[src/lpm_seq_pkg.sv]
package lpm_seq_pkg;

	// ----------------------------------------
	// power mode codes
	// ----------------------------------------
	localparam logic [1:0] MODE_SLEEP      = 2'h0;
	localparam logic [1:0] MODE_DEEP_SLEEP = 2'h1;
	localparam logic [1:0] MODE_POWER_DOWN = 2'h2;
	localparam logic [1:0] MODE_DEEP_OFF   = 2'h3;
	localparam logic [1:0] MODE_RESET      = MODE_SLEEP;

	// ----------------------------------------
	// power control field positions
	// ----------------------------------------
	localparam int CTRL_MODE_LSB   = 0;
	localparam int CTRL_DPD_BLOCK  = 3;
	localparam int CTRL_DPD_FLAG   = 11;
	localparam int WDT_LOCK_BIT    = 5;

	// ----------------------------------------
	// sleep / wake config bit positions
	// ----------------------------------------
	localparam int CFG_BROWNOUT_OFF = 0;
	localparam int CFG_WDOSC_OFF    = 1;
	localparam int CFG_WIDTH        = 8;
	localparam logic [CFG_WIDTH-1:0] RUN_CFG_RESET = 8'h00;

	// ----------------------------------------
	// timing
	// ----------------------------------------
	localparam int CLK_PERIOD_NS   = 10;
	localparam int POR_DELAY_NS    = 1000;
	localparam int POR_DELAY_CYC   = (POR_DELAY_NS + CLK_PERIOD_NS - 1) / CLK_PERIOD_NS;
	localparam int RETAIN_REGS     = 4;

	typedef enum logic [2:0] {
		ST_ACTIVE     = 3'b000,
		ST_SLEEP      = 3'b001,
		ST_DEEP_SLEEP = 3'b010,
		ST_POWER_DOWN = 3'b011,
		ST_DEEP_OFF   = 3'b100,
		ST_POR_RAMP   = 3'b101
	} lpm_state_e;

endpackage

[src/low_power_mode_sequencer.sv]
// Notes on behaviour
// - code 0x1 selects deep sleep
// - code 0x2 selects power-down
// - code 0x3 selects deep power-down
// - wake restores wake power config
// - enabled pin interrupts wake the part
// - brownout wakes only if kept powered
// - watchdog wakes only if oscillator runs
// - usb and gpio group also wake
// - power-down stops cpu and periph clocks, rc, flash
// - deep sleep keeps state, pins static
// - deep power-down tristates all but wake
// - disable bit blocks deep power-down
// - wake falling edge ramps then resets
// - only retention registers survive
// - flag marks deep power-down wake
// - reset pin ignored in deep power-down
// - code 0x0 without request is sleep
// - deep sleep gates rc output, flash standby
`timescale 1ns/10ps
`default_nettype none
module low_power_mode_sequencer
	import lpm_seq_pkg::*;
#(
	parameter int PINS    = 8,
	parameter int RETAIN_W = 32,
	parameter int POR_CYC = POR_DELAY_CYC
) (
	// clock and reset
	input  wire logic                CLOCK_IN,
	input  wire logic                SRST_IN,
	input  wire logic                EXT_RESET_IN,
	// power control register writes
	input  wire logic                CTRL_WR_IN,
	input  wire logic [1:0]          POWER_MODE_IN,
	input  wire logic                DPD_DISABLE_IN,
	input  wire logic                DPD_FLAG_CLR_IN,
	// configuration
	input  wire logic [CFG_WIDTH-1:0] SLEEP_CFG_IN,
	input  wire logic [CFG_WIDTH-1:0] WAKE_CFG_IN,
	input  wire logic                WDT_LOCK_IN,
	input  wire logic                WDT_CLK_IS_RC_IN,
	// core handshake
	input  wire logic                DEEP_SLEEP_REQ_IN,
	input  wire logic                WAIT_INT_IN,
	input  wire logic                IRQ_PENDING_IN,
	// wake sources
	input  wire logic [PINS-1:0]     PIN_INT_IN,
	input  wire logic [PINS-1:0]     PIN_WAKE_ENABLE_IN,
	input  wire logic [PINS-1:0]     PIN_IRQ_EN_IN,
	input  wire logic                BROWNOUT_EVENT_IN,
	input  wire logic                BROWNOUT_INT_EN_IN,
	input  wire logic                BROWNOUT_RST_EN_IN,
	input  wire logic                WDT_EVENT_IN,
	input  wire logic                WDT_INT_MODE_IN,
	input  wire logic                WDT_RESET_MODE_IN,
	input  wire logic                USB_WAKE_IN,
	input  wire logic                GPIO_GROUP_IN,
	input  wire logic [1:0]          WAKE_REG1_EN_IN,
	input  wire logic                WAKE_PIN_IN,
	// retention registers
	input  wire logic                RETAIN_WR_IN,
	input  wire logic [1:0]          RETAIN_IDX_IN,
	input  wire logic [RETAIN_W-1:0] RETAIN_DATA_IN,
	// status
	output logic [1:0]               POWER_MODE_OUT,
	output logic                     DPD_DISABLE_OUT,
	output logic                     DPD_FLAG_OUT,
	output logic [2:0]               STATE_OUT,
	output logic [RETAIN_W-1:0]      RETAIN_RD_OUT,
	// clock and power gating
	output logic                     CPU_CLK_EN_OUT,
	output logic                     PERIPH_CLK_EN_OUT,
	output logic                     WDT_CLK_EN_OUT,
	output logic                     RC_OSC_ON_OUT,
	output logic                     RC_OUT_EN_OUT,
	output logic                     FLASH_ON_OUT,
	output logic                     FLASH_STANDBY_OUT,
	output logic [CFG_WIDTH-1:0]     ANALOG_CFG_OUT,
	output logic                     PIN_HOLD_OUT,
	output logic                     PIN_TRISTATE_OUT,
	output logic                     CORE_REG_ON_OUT,
	output logic                     SYS_RESET_OUT
);

	// ----------------------------------------
	// state record
	// ----------------------------------------
	typedef struct packed {
		lpm_state_e               state;
		logic [1:0]               mode;
		logic                     dpd_dis;
		logic                     dpd_flag;
		logic                     wake_prev;
		logic [15:0]              por_cnt;
		logic [RETAIN_W-1:0]      retain0;
		logic [RETAIN_W-1:0]      retain1;
		logic [RETAIN_W-1:0]      retain2;
		logic [RETAIN_W-1:0]      retain3;
		logic [RETAIN_W-1:0]      rd;
		logic                     cpu_clk;
		logic                     per_clk;
		logic                     wdt_clk;
		logic                     rc_on;
		logic                     rc_out;
		logic                     fl_on;
		logic                     fl_stby;
		logic [CFG_WIDTH-1:0]     analog;
		logic                     hold;
		logic                     tri_st;
		logic                     reg_on;
		logic                     sys_rst;
	} lpm_s;

	lpm_s state_ff;
	lpm_s nxt_state;
	logic wake_any;

	// ----------------------------------------
	// wake source combining
	// ----------------------------------------
	lpm_wake_detect #(
		.PINS(PINS)
	) u_wake (
		.pin_int_in        (PIN_INT_IN),
		.pin_wake_enable_in(PIN_WAKE_ENABLE_IN),
		.pin_irq_en_in     (PIN_IRQ_EN_IN),
		.brownout_event_in (BROWNOUT_EVENT_IN),
		.brownout_int_en_in(BROWNOUT_INT_EN_IN),
		.brownout_rst_en_in(BROWNOUT_RST_EN_IN),
		.wdt_event_in      (WDT_EVENT_IN),
		.wdt_int_mode_in   (WDT_INT_MODE_IN),
		.wdt_reset_mode_in (WDT_RESET_MODE_IN),
		.usb_wake_in       (USB_WAKE_IN),
		.gpio_group_in     (GPIO_GROUP_IN),
		.wake_reg1_en_in   (WAKE_REG1_EN_IN),
		.sleep_cfg_in      (SLEEP_CFG_IN),
		.wake_out          (wake_any)
	);

	function automatic logic [RETAIN_W-1:0] pick_retain(input lpm_s s, input logic [1:0] idx);
		logic [RETAIN_W-1:0] v;
		v = s.retain0;
		if (idx == 2'h1) begin
			v = s.retain1;
		end else if (idx == 2'h2) begin
			v = s.retain2;
		end else if (idx == 2'h3) begin
			v = s.retain3;
		end
		return v;
	endfunction

	// ----------------------------------------
	// next state
	// ----------------------------------------
	always_comb begin
		nxt_state = state_ff;
		nxt_state.wake_prev = WAKE_PIN_IN;
		nxt_state.sys_rst = 1'b0;
		if (RETAIN_WR_IN) begin
			case (RETAIN_IDX_IN)
				2'h0: nxt_state.retain0 = RETAIN_DATA_IN;
				2'h1: nxt_state.retain1 = RETAIN_DATA_IN;
				2'h2: nxt_state.retain2 = RETAIN_DATA_IN;
				default: nxt_state.retain3 = RETAIN_DATA_IN;
			endcase
		end
		nxt_state.rd = pick_retain(state_ff, RETAIN_IDX_IN);
		if (CTRL_WR_IN) begin
			nxt_state.mode = POWER_MODE_IN;
			nxt_state.dpd_dis = DPD_DISABLE_IN;
		end
		if (DPD_FLAG_CLR_IN) begin
			nxt_state.dpd_flag = 1'b0;
		end
		case (state_ff.state)
			ST_ACTIVE: begin
				nxt_state.cpu_clk = 1'b1;
				nxt_state.per_clk = 1'b1;
				nxt_state.wdt_clk = 1'b1;
				nxt_state.rc_on = 1'b1;
				nxt_state.rc_out = 1'b1;
				nxt_state.fl_on = 1'b1;
				nxt_state.fl_stby = 1'b0;
				nxt_state.hold = 1'b0;
				if (WAIT_INT_IN) begin
					nxt_state.cpu_clk = 1'b0;
					if (!DEEP_SLEEP_REQ_IN || state_ff.mode == MODE_SLEEP) begin
						nxt_state.state = ST_SLEEP;
					end else if (state_ff.mode == MODE_DEEP_SLEEP) begin
						nxt_state.state = ST_DEEP_SLEEP;
						nxt_state.per_clk = 1'b0;
						nxt_state.wdt_clk = ~SLEEP_CFG_IN[CFG_WDOSC_OFF] |
							(WDT_LOCK_IN & WDT_CLK_IS_RC_IN);
						// rc stays up, output gated, flash standby
						nxt_state.rc_out = 1'b0;
						nxt_state.fl_stby = 1'b1;
						nxt_state.analog = SLEEP_CFG_IN;
						nxt_state.hold = 1'b1;
					end else if (state_ff.mode == MODE_POWER_DOWN ||
						state_ff.dpd_dis) begin
						nxt_state.state = ST_POWER_DOWN;
						nxt_state.per_clk = 1'b0;
						nxt_state.wdt_clk = ~SLEEP_CFG_IN[CFG_WDOSC_OFF];
						nxt_state.rc_on = 1'b0;
						nxt_state.rc_out = 1'b0;
						nxt_state.fl_on = 1'b0;
						nxt_state.analog = SLEEP_CFG_IN;
						nxt_state.hold = 1'b1;
					end else begin
						nxt_state.state = ST_DEEP_OFF;
						nxt_state.per_clk = 1'b0;
						nxt_state.wdt_clk = 1'b0;
						nxt_state.rc_on = 1'b0;
						nxt_state.rc_out = 1'b0;
						nxt_state.fl_on = 1'b0;
						nxt_state.analog = {CFG_WIDTH{1'b1}};
						nxt_state.tri_st = 1'b1;
						nxt_state.reg_on = 1'b0;
					end
				end
			end
			ST_SLEEP: begin
				if (IRQ_PENDING_IN) begin
					nxt_state.state = ST_ACTIVE;
					nxt_state.cpu_clk = 1'b1;
				end
			end
			ST_DEEP_SLEEP, ST_POWER_DOWN: begin
				if (wake_any) begin
					nxt_state.state = ST_ACTIVE;
					nxt_state.cpu_clk = 1'b1;
					nxt_state.per_clk = 1'b1;
					nxt_state.rc_on = 1'b1;
					nxt_state.rc_out = 1'b1;
					nxt_state.fl_on = 1'b1;
					nxt_state.fl_stby = 1'b0;
					nxt_state.hold = 1'b0;
					nxt_state.analog = WAKE_CFG_IN;
				end
			end
			ST_DEEP_OFF: begin
				if (state_ff.wake_prev && !WAKE_PIN_IN) begin
					nxt_state.state = ST_POR_RAMP;
					nxt_state.reg_on = 1'b1;
					nxt_state.por_cnt = 16'h0000;
				end
			end
			ST_POR_RAMP: begin
				nxt_state.por_cnt = state_ff.por_cnt + 16'h0001;
				if (state_ff.por_cnt == 16'(POR_CYC - 1)) begin
					nxt_state.state = ST_ACTIVE;
					nxt_state.mode = MODE_RESET;
					nxt_state.dpd_dis = 1'b0;
					nxt_state.analog = RUN_CFG_RESET;
					nxt_state.tri_st = 1'b0;
					nxt_state.hold = 1'b0;
					nxt_state.sys_rst = 1'b1;
					nxt_state.dpd_flag = 1'b1;
				end
			end
			default: nxt_state.state = ST_ACTIVE;
		endcase
	end

	// ----------------------------------------
	// registers
	// ----------------------------------------
	// external reset is masked while powered off
	always_ff @(posedge CLOCK_IN) begin
		if (SRST_IN || (EXT_RESET_IN && state_ff.state != ST_DEEP_OFF &&
			state_ff.state != ST_POR_RAMP)) begin
			state_ff <= '0;
			state_ff.state <= ST_ACTIVE;
			// mode field resets to sleep code
			state_ff.mode <= MODE_RESET;
			state_ff.wake_prev <= 1'b1;
			state_ff.cpu_clk <= 1'b1;
			state_ff.per_clk <= 1'b1;
			state_ff.wdt_clk <= 1'b1;
			state_ff.rc_on <= 1'b1;
			state_ff.rc_out <= 1'b1;
			state_ff.fl_on <= 1'b1;
			state_ff.reg_on <= 1'b1;
			state_ff.analog <= RUN_CFG_RESET;
		end else begin
			state_ff <= nxt_state;
		end
	end

	// ----------------------------------------
	// outputs
	// ----------------------------------------
	assign POWER_MODE_OUT    = state_ff.mode;
	assign DPD_DISABLE_OUT   = state_ff.dpd_dis;
	assign DPD_FLAG_OUT      = state_ff.dpd_flag;
	assign STATE_OUT         = state_ff.state;
	assign RETAIN_RD_OUT     = state_ff.rd;
	assign CPU_CLK_EN_OUT    = state_ff.cpu_clk;
	assign PERIPH_CLK_EN_OUT = state_ff.per_clk;
	assign WDT_CLK_EN_OUT    = state_ff.wdt_clk;
	assign RC_OSC_ON_OUT     = state_ff.rc_on;
	assign RC_OUT_EN_OUT     = state_ff.rc_out;
	assign FLASH_ON_OUT      = state_ff.fl_on;
	assign FLASH_STANDBY_OUT = state_ff.fl_stby;
	assign ANALOG_CFG_OUT    = state_ff.analog;
	assign PIN_HOLD_OUT      = state_ff.hold;
	assign PIN_TRISTATE_OUT  = state_ff.tri_st;
	assign CORE_REG_ON_OUT   = state_ff.reg_on;
	assign SYS_RESET_OUT     = state_ff.sys_rst;

	// ----------------------------------------
	// checks
	// ----------------------------------------
	a_dpd_blocked: assert property (@(posedge CLOCK_IN) disable iff (SRST_IN)
		(state_ff.state == ST_ACTIVE && WAIT_INT_IN && DEEP_SLEEP_REQ_IN && state_ff.dpd_dis &&
		!EXT_RESET_IN) |=> state_ff.state != ST_DEEP_OFF)
		else $error("deep power-down entered while disabled");
	a_powerdown_gating: assert property (@(posedge CLOCK_IN) disable iff (SRST_IN)
		state_ff.state == ST_POWER_DOWN |-> !state_ff.rc_on && !state_ff.fl_on && !state_ff.cpu_clk)
		else $error("power-down left clocks or flash on");
	a_ds_gating: assert property (@(posedge CLOCK_IN) disable iff (SRST_IN)
		state_ff.state == ST_DEEP_SLEEP |-> state_ff.rc_on && !state_ff.rc_out && state_ff.fl_stby)
		else $error("deep sleep rc or flash wrong");
	a_dpd_tristate: assert property (@(posedge CLOCK_IN) disable iff (SRST_IN)
		state_ff.state == ST_DEEP_OFF |-> state_ff.tri_st && !state_ff.reg_on)
		else $error("deep power-down pins not tristated");
	a_ds_entry: assert property (@(posedge CLOCK_IN) disable iff (SRST_IN)
		(state_ff.state == ST_ACTIVE && WAIT_INT_IN && DEEP_SLEEP_REQ_IN && !EXT_RESET_IN &&
		state_ff.mode == MODE_DEEP_SLEEP) |=> state_ff.state == ST_DEEP_SLEEP)
		else $error("deep sleep not entered");
	a_wake_restore: assert property (@(posedge CLOCK_IN) disable iff (SRST_IN)
		(state_ff.state == ST_DEEP_SLEEP && wake_any && !EXT_RESET_IN) |=>
		state_ff.state == ST_ACTIVE && state_ff.analog == $past(WAKE_CFG_IN))
		else $error("wake config not restored");
	a_por_flag: assert property (@(posedge CLOCK_IN) disable iff (SRST_IN)
		$rose(state_ff.sys_rst) |-> state_ff.dpd_flag && state_ff.state == ST_ACTIVE)
		else $error("deep power-down flag not set on wake");
	a_hold_pins: assert property (@(posedge CLOCK_IN) disable iff (SRST_IN)
		(state_ff.state == ST_DEEP_SLEEP || state_ff.state == ST_POWER_DOWN) |-> state_ff.hold)
		else $error("pins not held in deep sleep");

endmodule
`default_nettype wire

[src/lpm_wake_detect.sv]
`timescale 1ns/10ps
`default_nettype none
module lpm_wake_detect
	import lpm_seq_pkg::*;
#(
	parameter int PINS = 8
) (
	// pin sources
	input  wire logic [PINS-1:0] pin_int_in,
	input  wire logic [PINS-1:0] pin_wake_enable_in,
	input  wire logic [PINS-1:0] pin_irq_en_in,
	// analog monitors, usb and gpio group
	input  wire logic            brownout_event_in,
	input  wire logic            brownout_int_en_in,
	input  wire logic            brownout_rst_en_in,
	input  wire logic            wdt_event_in,
	input  wire logic            wdt_int_mode_in,
	input  wire logic            wdt_reset_mode_in,
	input  wire logic            usb_wake_in,
	input  wire logic            gpio_group_in,
	input  wire logic [1:0]      wake_reg1_en_in,
	input  wire logic [CFG_WIDTH-1:0] sleep_cfg_in,
	// result
	output logic                 wake_out
);
	logic brownout_on;
	logic wdosc_on;
	logic pin_wake;
	logic brownout_wake;
	logic wdt_wake;
	logic aux_wake;

	assign pin_wake = |(pin_int_in & pin_wake_enable_in & pin_irq_en_in);
	assign brownout_on   = ~sleep_cfg_in[CFG_BROWNOUT_OFF];
	assign brownout_wake = brownout_on & brownout_event_in &
		(brownout_int_en_in | brownout_rst_en_in);
	// watchdog only with its oscillator running
	assign wdosc_on = ~sleep_cfg_in[CFG_WDOSC_OFF];
	assign wdt_wake = wdosc_on & wdt_event_in & (wdt_int_mode_in | wdt_reset_mode_in);
	assign aux_wake = (usb_wake_in & wake_reg1_en_in[0]) | (gpio_group_in & wake_reg1_en_in[1]);
	assign wake_out = pin_wake | brownout_wake | wdt_wake | aux_wake;
endmodule
`default_nettype wire

[config.mk]
export PLATFORM = sky130hd
export DESIGN_NAME = low_power_mode_sequencer
export DESIGN_NICKNAME = d
export VERILOG_FILES = /design/src/lpm_seq_pkg.sv /design/src/low_power_mode_sequencer.sv /design/src/lpm_wake_detect.sv
export SDC_FILE = /design/constraint.sdc
export NUM_CORES = 1
export LEC_CHECK = 0
export BUFFER_PORTS_ARGS = -buffer_cell sky130_fd_sc_hd__buf_4
export CELL_PAD_IN_SITES_DETAIL_PLACEMENT = 1
export CELL_PAD_IN_SITES_GLOBAL_PLACEMENT = 2
export CORE_MARGIN = 8
export CORE_UTILIZATION = 33
export CTS_CLUSTER_DIAMETER = 40
export DETAILED_ROUTE_END_ITERATION = 12
export HOLD_SLACK_MARGIN = 0.12
export PLACE_DENSITY_LB_ADDON = 0.1
export SYNTH_ARGS = -nofsm -noshare
export SYNTH_HDL_FRONTEND = slang
export SYNTH_HIERARCHICAL = 1
export SYNTH_SLANG_ARGS = --single-unit
[constraint.sdc]
create_clock -name CLOCK_IN -period 1.8 [get_ports CLOCK_IN]
set_input_delay 0.09 -clock CLOCK_IN [delete_from_list [all_inputs] [get_ports CLOCK_IN]]
set_output_delay 0.09 -clock CLOCK_IN [all_outputs]
set_load 0.02 [all_outputs]
-- Yosys cells after proc, flatten, opt, wreduce, memory -nomap -nowiden
Index checks and enable logic that the tools add are counted.
- flip-flop bits (word level): 203
- input bits: 99
- output and inout port bits: 58
- logic and storage cells: 140
- add/sub/neg operators: 1
- eq/ne operators: 21
- muxes and demuxes: 42
- bitwise operators: 20
- reductions and logical operators: 33
- operators by type and width (operator ; number):
    $mux W32 ; 3
    $pmux W16 S2 ; 1
    $pmux W9 S3 ; 1
    $mux W3 ; 8
    $mux W18 ; 1
    $mux W17 ; 1
    $add A16 B1 Y16 const B ; 1
    $and A8 B8 Y8 ; 2
    $eq A16 B7 Y1 const B ; 1
    $mux W16 ; 1
    $pmux W3 S5 ; 1
    $ne A2 B2 Y1 const B ; 7
    $mux W13 ; 1
    $reduce_and A2 Y1 ; 6
    $reduce_and A6 Y1 ; 2
    $mux W1 ; 10
    $mux W10 ; 1
    $reduce_and A5 Y1 ; 2
    $mux W9 ; 1
    $mux W4 ; 2
    $mux W8 ; 1
    $pmux W4 S2 ; 1
    $reduce_bool A2 Y1 ; 4
    $reduce_or A8 Y1 ; 1
    23 further kinds ; 57

-- Longest topological paths before layout
- depth in word-level cells: 8
- depth in mapped cells: 9
- mapped depth without buffers: 9

-- By module
Netlist, hierarchy kept.
- by module, submodules not included (module ; instances ; cells an instance ; area an instance (um2) ; sequential area each (um2)):
    low_power_mode_sequencer ; 1 ; 976 ; 8483.1 ; 4023.9
    lpm_wake_detect ; 1 ; 17 ; 93.8 ; 0.0

-- Least setup slack after synthesis
No wires, ideal clock.
- path kind: register to register
- from: register state_ff[179] (netlist bit)
- to: register state_ff, in the netlist STATE_OUT[2]
- setup time: 0.119 ns
- data arrival time: 1.492 ns
- required time: 1.681 ns
- setup slack: 0.189 ns
- cell stages (with the launch flop): 7
- period minus slack after synthesis: 1.611 ns
- path through: dfxtp_1 -> ha_1 -> and4b_1 -> and4_1 -> o22ai_2 -> nor2b_1 -> o221a_2
- longest elaborated chain between the ends: 3
- ends and longest elaborated chain (element ; line ; source):
    start: declaration ; low_power_mode_sequencer.sv:115 ; lpm_s state_ff;
    start signal: assignment ; low_power_mode_sequencer.sv:288 ; state_ff <= nxt_state;
    $eq A16 B7 Y1 ; low_power_mode_sequencer.sv:252 ; if (state_ff.por_cnt == 16'(POR_CYC - 1)) begin
    $ne A2 B2 Y1 (no source line) ; -- ;
    $reduce_and A5 Y1 (no source line) ; -- ;
No other way between the ends.
A chain may end at the register's enable or synchronous reset.

-- Worst setup path in the final report
- from: register state_ff[187] (netlist bit)
- to: register state_ff, in the netlist ANALOG_CFG_OUT[2]
The elaborated chain is that of the path after synthesis.

==> metrics <==
outcome completed; Max Cap Violations 0; CTS max path bufs 3; crit path launch type register; worst slew pin tran around 0.54 ns; Netlist Area Pre-Place between 8000 and 9000 µm²; critical path class reg2reg; detailed-router iteration count before antenna repair 4; Total GRT Usage between 15 and 20%; routed len/inst between 15 and 20 µm; Critical Path Fanout Max 8; Via density 4.90; dominant synthesized flop cell dfxtp_1; Gate Count Post-Synth 993; power per cell area 1040 nW/µm²; TritonCTS clock tree done; final WL ~28 mm; Synth Register Bits around 200; first-pass GRT wire length 44.8 mm; syn_nets around 1100; register area share after synthesis a little under half; count of final setup violators 0; port bufs 156; compound-gate portion of the synthesized area between 10% and 20%; count of pins over their slew limit 0; final worst-path cycle share between 90% and 100%; share of post-route cells with drive strength above 1 slightly below 30%; synthesis-to-layout area growth 43.3%; Netlist cell types slightly above 60; largest net degree at the start of global routing 45; H-tree depth 2; Lkg Pwr 0.00470 µW; cts bufs inserted 38; hpwl dp roughly 19 mm; post-synthesis mux area share 9.02%; fmax between 500 and 600 MHz; DIE HEIGHT about 180 µm; Setup WS pre-CTS -0.138 ns; Routability Congestion roughly 0.78; final antenna-violating net count 0; Remaining DRCs 0; chip width between 150 and 200 µm; worst hold slack about 0.15 ns; simple-gate area share of the yosys netlist 22.2%; filler instances between 2000 and 3000; Die ar. between 30000 and 40000 µm²; Worst-path clk slew about 0.060 ns; peak supply drop between 0.0006 and 0.0007 V; Required @ worst endpoint about 2.2 ns; final worst slack between 0.08 and 0.09 ns; ys async rst share 0%; Max transition margin 63.8%; Post-Route Skew 0.0288 ns; Net count, final between 1000 and 1500; unrepaired setup endpoints after global routing yes; HP Class in2reg; Syn Area/Cell around 8.6 µm²; number of enable flip-flop cells after synthesis 0; Critical Path End Type register; Final Hold Fails 0; post-synthesis adder-cell area fraction 0.146%; largest family of logic cells by synthesized area simple AND/OR/NAND/NOR gates; min Tclk post-route 1.72 ns; Rows 59; antenna violations before repair 0; Final Cell Area 12300 µm²; dpl cell area about 10000 µm²; clock latency on the worst-skew pair 0.51 ns; Root Driver clkbuf_16; crit path DAT 2.08 ns; Overflow after GRT 0; n_diodes 0; DRT iter0 DRCs about 320; Clock Sinks ~200; Starting Density 33.3%; Post-Synth XOR/XNOR Area less than 1%; Core Region 25800 µm²; most common cell after layout, fill and taps aside nand2_1; IO Count approximately 160; vias in the first global route approximately 8000; Vias approximately 7700; Syn. warnings 6; commonest cells after routing, fill and taps aside 275 x nand2_1, 223 x buf_4, 199 x dfxtp_1
[cell families after synthesis]
family / count (synthesis)
simple gates: 419
compound gates: 214
flops: 201
buf+inv: 120
mux: 37
xor+xnor: 1
fa+ha+maj: 1
[power by group]
part	total [µW]	switching [µW]	internal, µW
Clock	7310	2410	4900
Combinational	971	501	471
Sequential	4550	32.2	4520
Total	12800	2940	9880
[cell type report]
type,instances,area (µm²),share of cell area (%)
Sequential cell,201,4030,32.8
Inverter,5,18.8,0.153
Tap cell,335,419,3.41
Clock buffer,48,1060,8.62
Clock inverter,21,274,2.23
Multi-Input combinational cell,672,4060,33.1
Timing Repair Buffer,292,2430,19.7
[metrics by stage]
stage	setup TNS, ns	instances	utilization (%)	total power [µW]
3_3_place_gp	-0.827	1442	39.5	5470
3_5_place_dp	-0.920	1442	39.5	5470
4_1_cts	-0.0166	1573	47.2	13000
6_report	0	1574	47.7	12800
5_1_grt	-0.0349	1574	47.7	13300
2_1_floorplan	0	993	-	5020
[sequential cells by signal, summed over array words and instances (netlist names)]
name / cells
ANALOG_CFG_OUT: 8
CORE_REG_ON_OUT: 1
CPU_CLK_EN_OUT: 1
DPD_DISABLE_OUT: 1
DPD_FLAG_OUT: 1
FLASH_STANDBY_OUT: 1
PERIPH_CLK_EN_OUT: 1
PIN_HOLD_OUT: 1
PIN_TRISTATE_OUT: 1
POWER_MODE_OUT: 2
RC_OSC_ON_OUT: 1
RETAIN_RD_OUT: 32
STATE_OUT: 3
SYS_RESET_OUT: 1
WDT_CLK_EN_OUT: 1
state_ff: 145
[synth_stat cells, types with 11 or more instances]
cell / instances / area (µm²)
dfxtp_1: 201 / 4020
buf_4: 47 / 353
and2_1: 34 / 213
o21ai_0: 12 / 60.1
mux4_2: 32 / 721
nand2_1: 275 / 1030
a21oi_1: 158 / 791
clkbuf_1: 52 / 195
nand3_1: 16 / 80.1
nor3_1: 16 / 80.1
buf_2: 11 / 55.1
nor2_1: 25 / 93.8
[path summary, 6_finish.rpt]
path | start | to | slack [ns] | cells past startpoint
worst min-delay path | RETAIN_WR_IN | state_ff[53]$_SDFFE_PP0P_ | 0.15 | 5
worst max-delay path | state_ff[187]$_SDFFE_PP0P_ | ANALOG_CFG_OUT[2]$_SDFFE_PP0P_ | 0.08 | 6
worst min register to register | state_ff[90]$_SDFFE_PP0P_ | state_ff[90]$_SDFFE_PP0P_ | 0.45 | 2
worst max register to register | state_ff[187]$_SDFFE_PP0P_ | ANALOG_CFG_OUT[2]$_SDFFE_PP0P_ | 0.08 | 6
[worst max-delay path: stages (launching register included)]
cell,delay (ns)
dfxtp_1,0.36
nor4_1,0.35
and4_2,0.32
a21oi_1,0.09
buf_6,0.16
a2111oi_2,0.21
nor3_1,0.09
[repair_timing]
action / CTS / global route
resized for setup: 8 / 25
pin swaps: 0 / 4
endpoints found under the hold margin: 179 / 0
endpoints found under the setup margin: 10 / 14
hold buffers: 62 / 0
buffers inserted: 0 / 1
[routing by layer]
layer  part of all wire, %  wire, µm  vias to the layer above  GRT usage [%]
met5                     0         0                        -              0
met4                   1.4       403                        0           3.92
met3                   4.5      1270                       35           3.69
met2                    50     14200                      127           31.3
met1                    44     12500                     3749           22.2
li1                      -         -                     3809              -
Note: power is estimated with default switching activity, not from simulation.
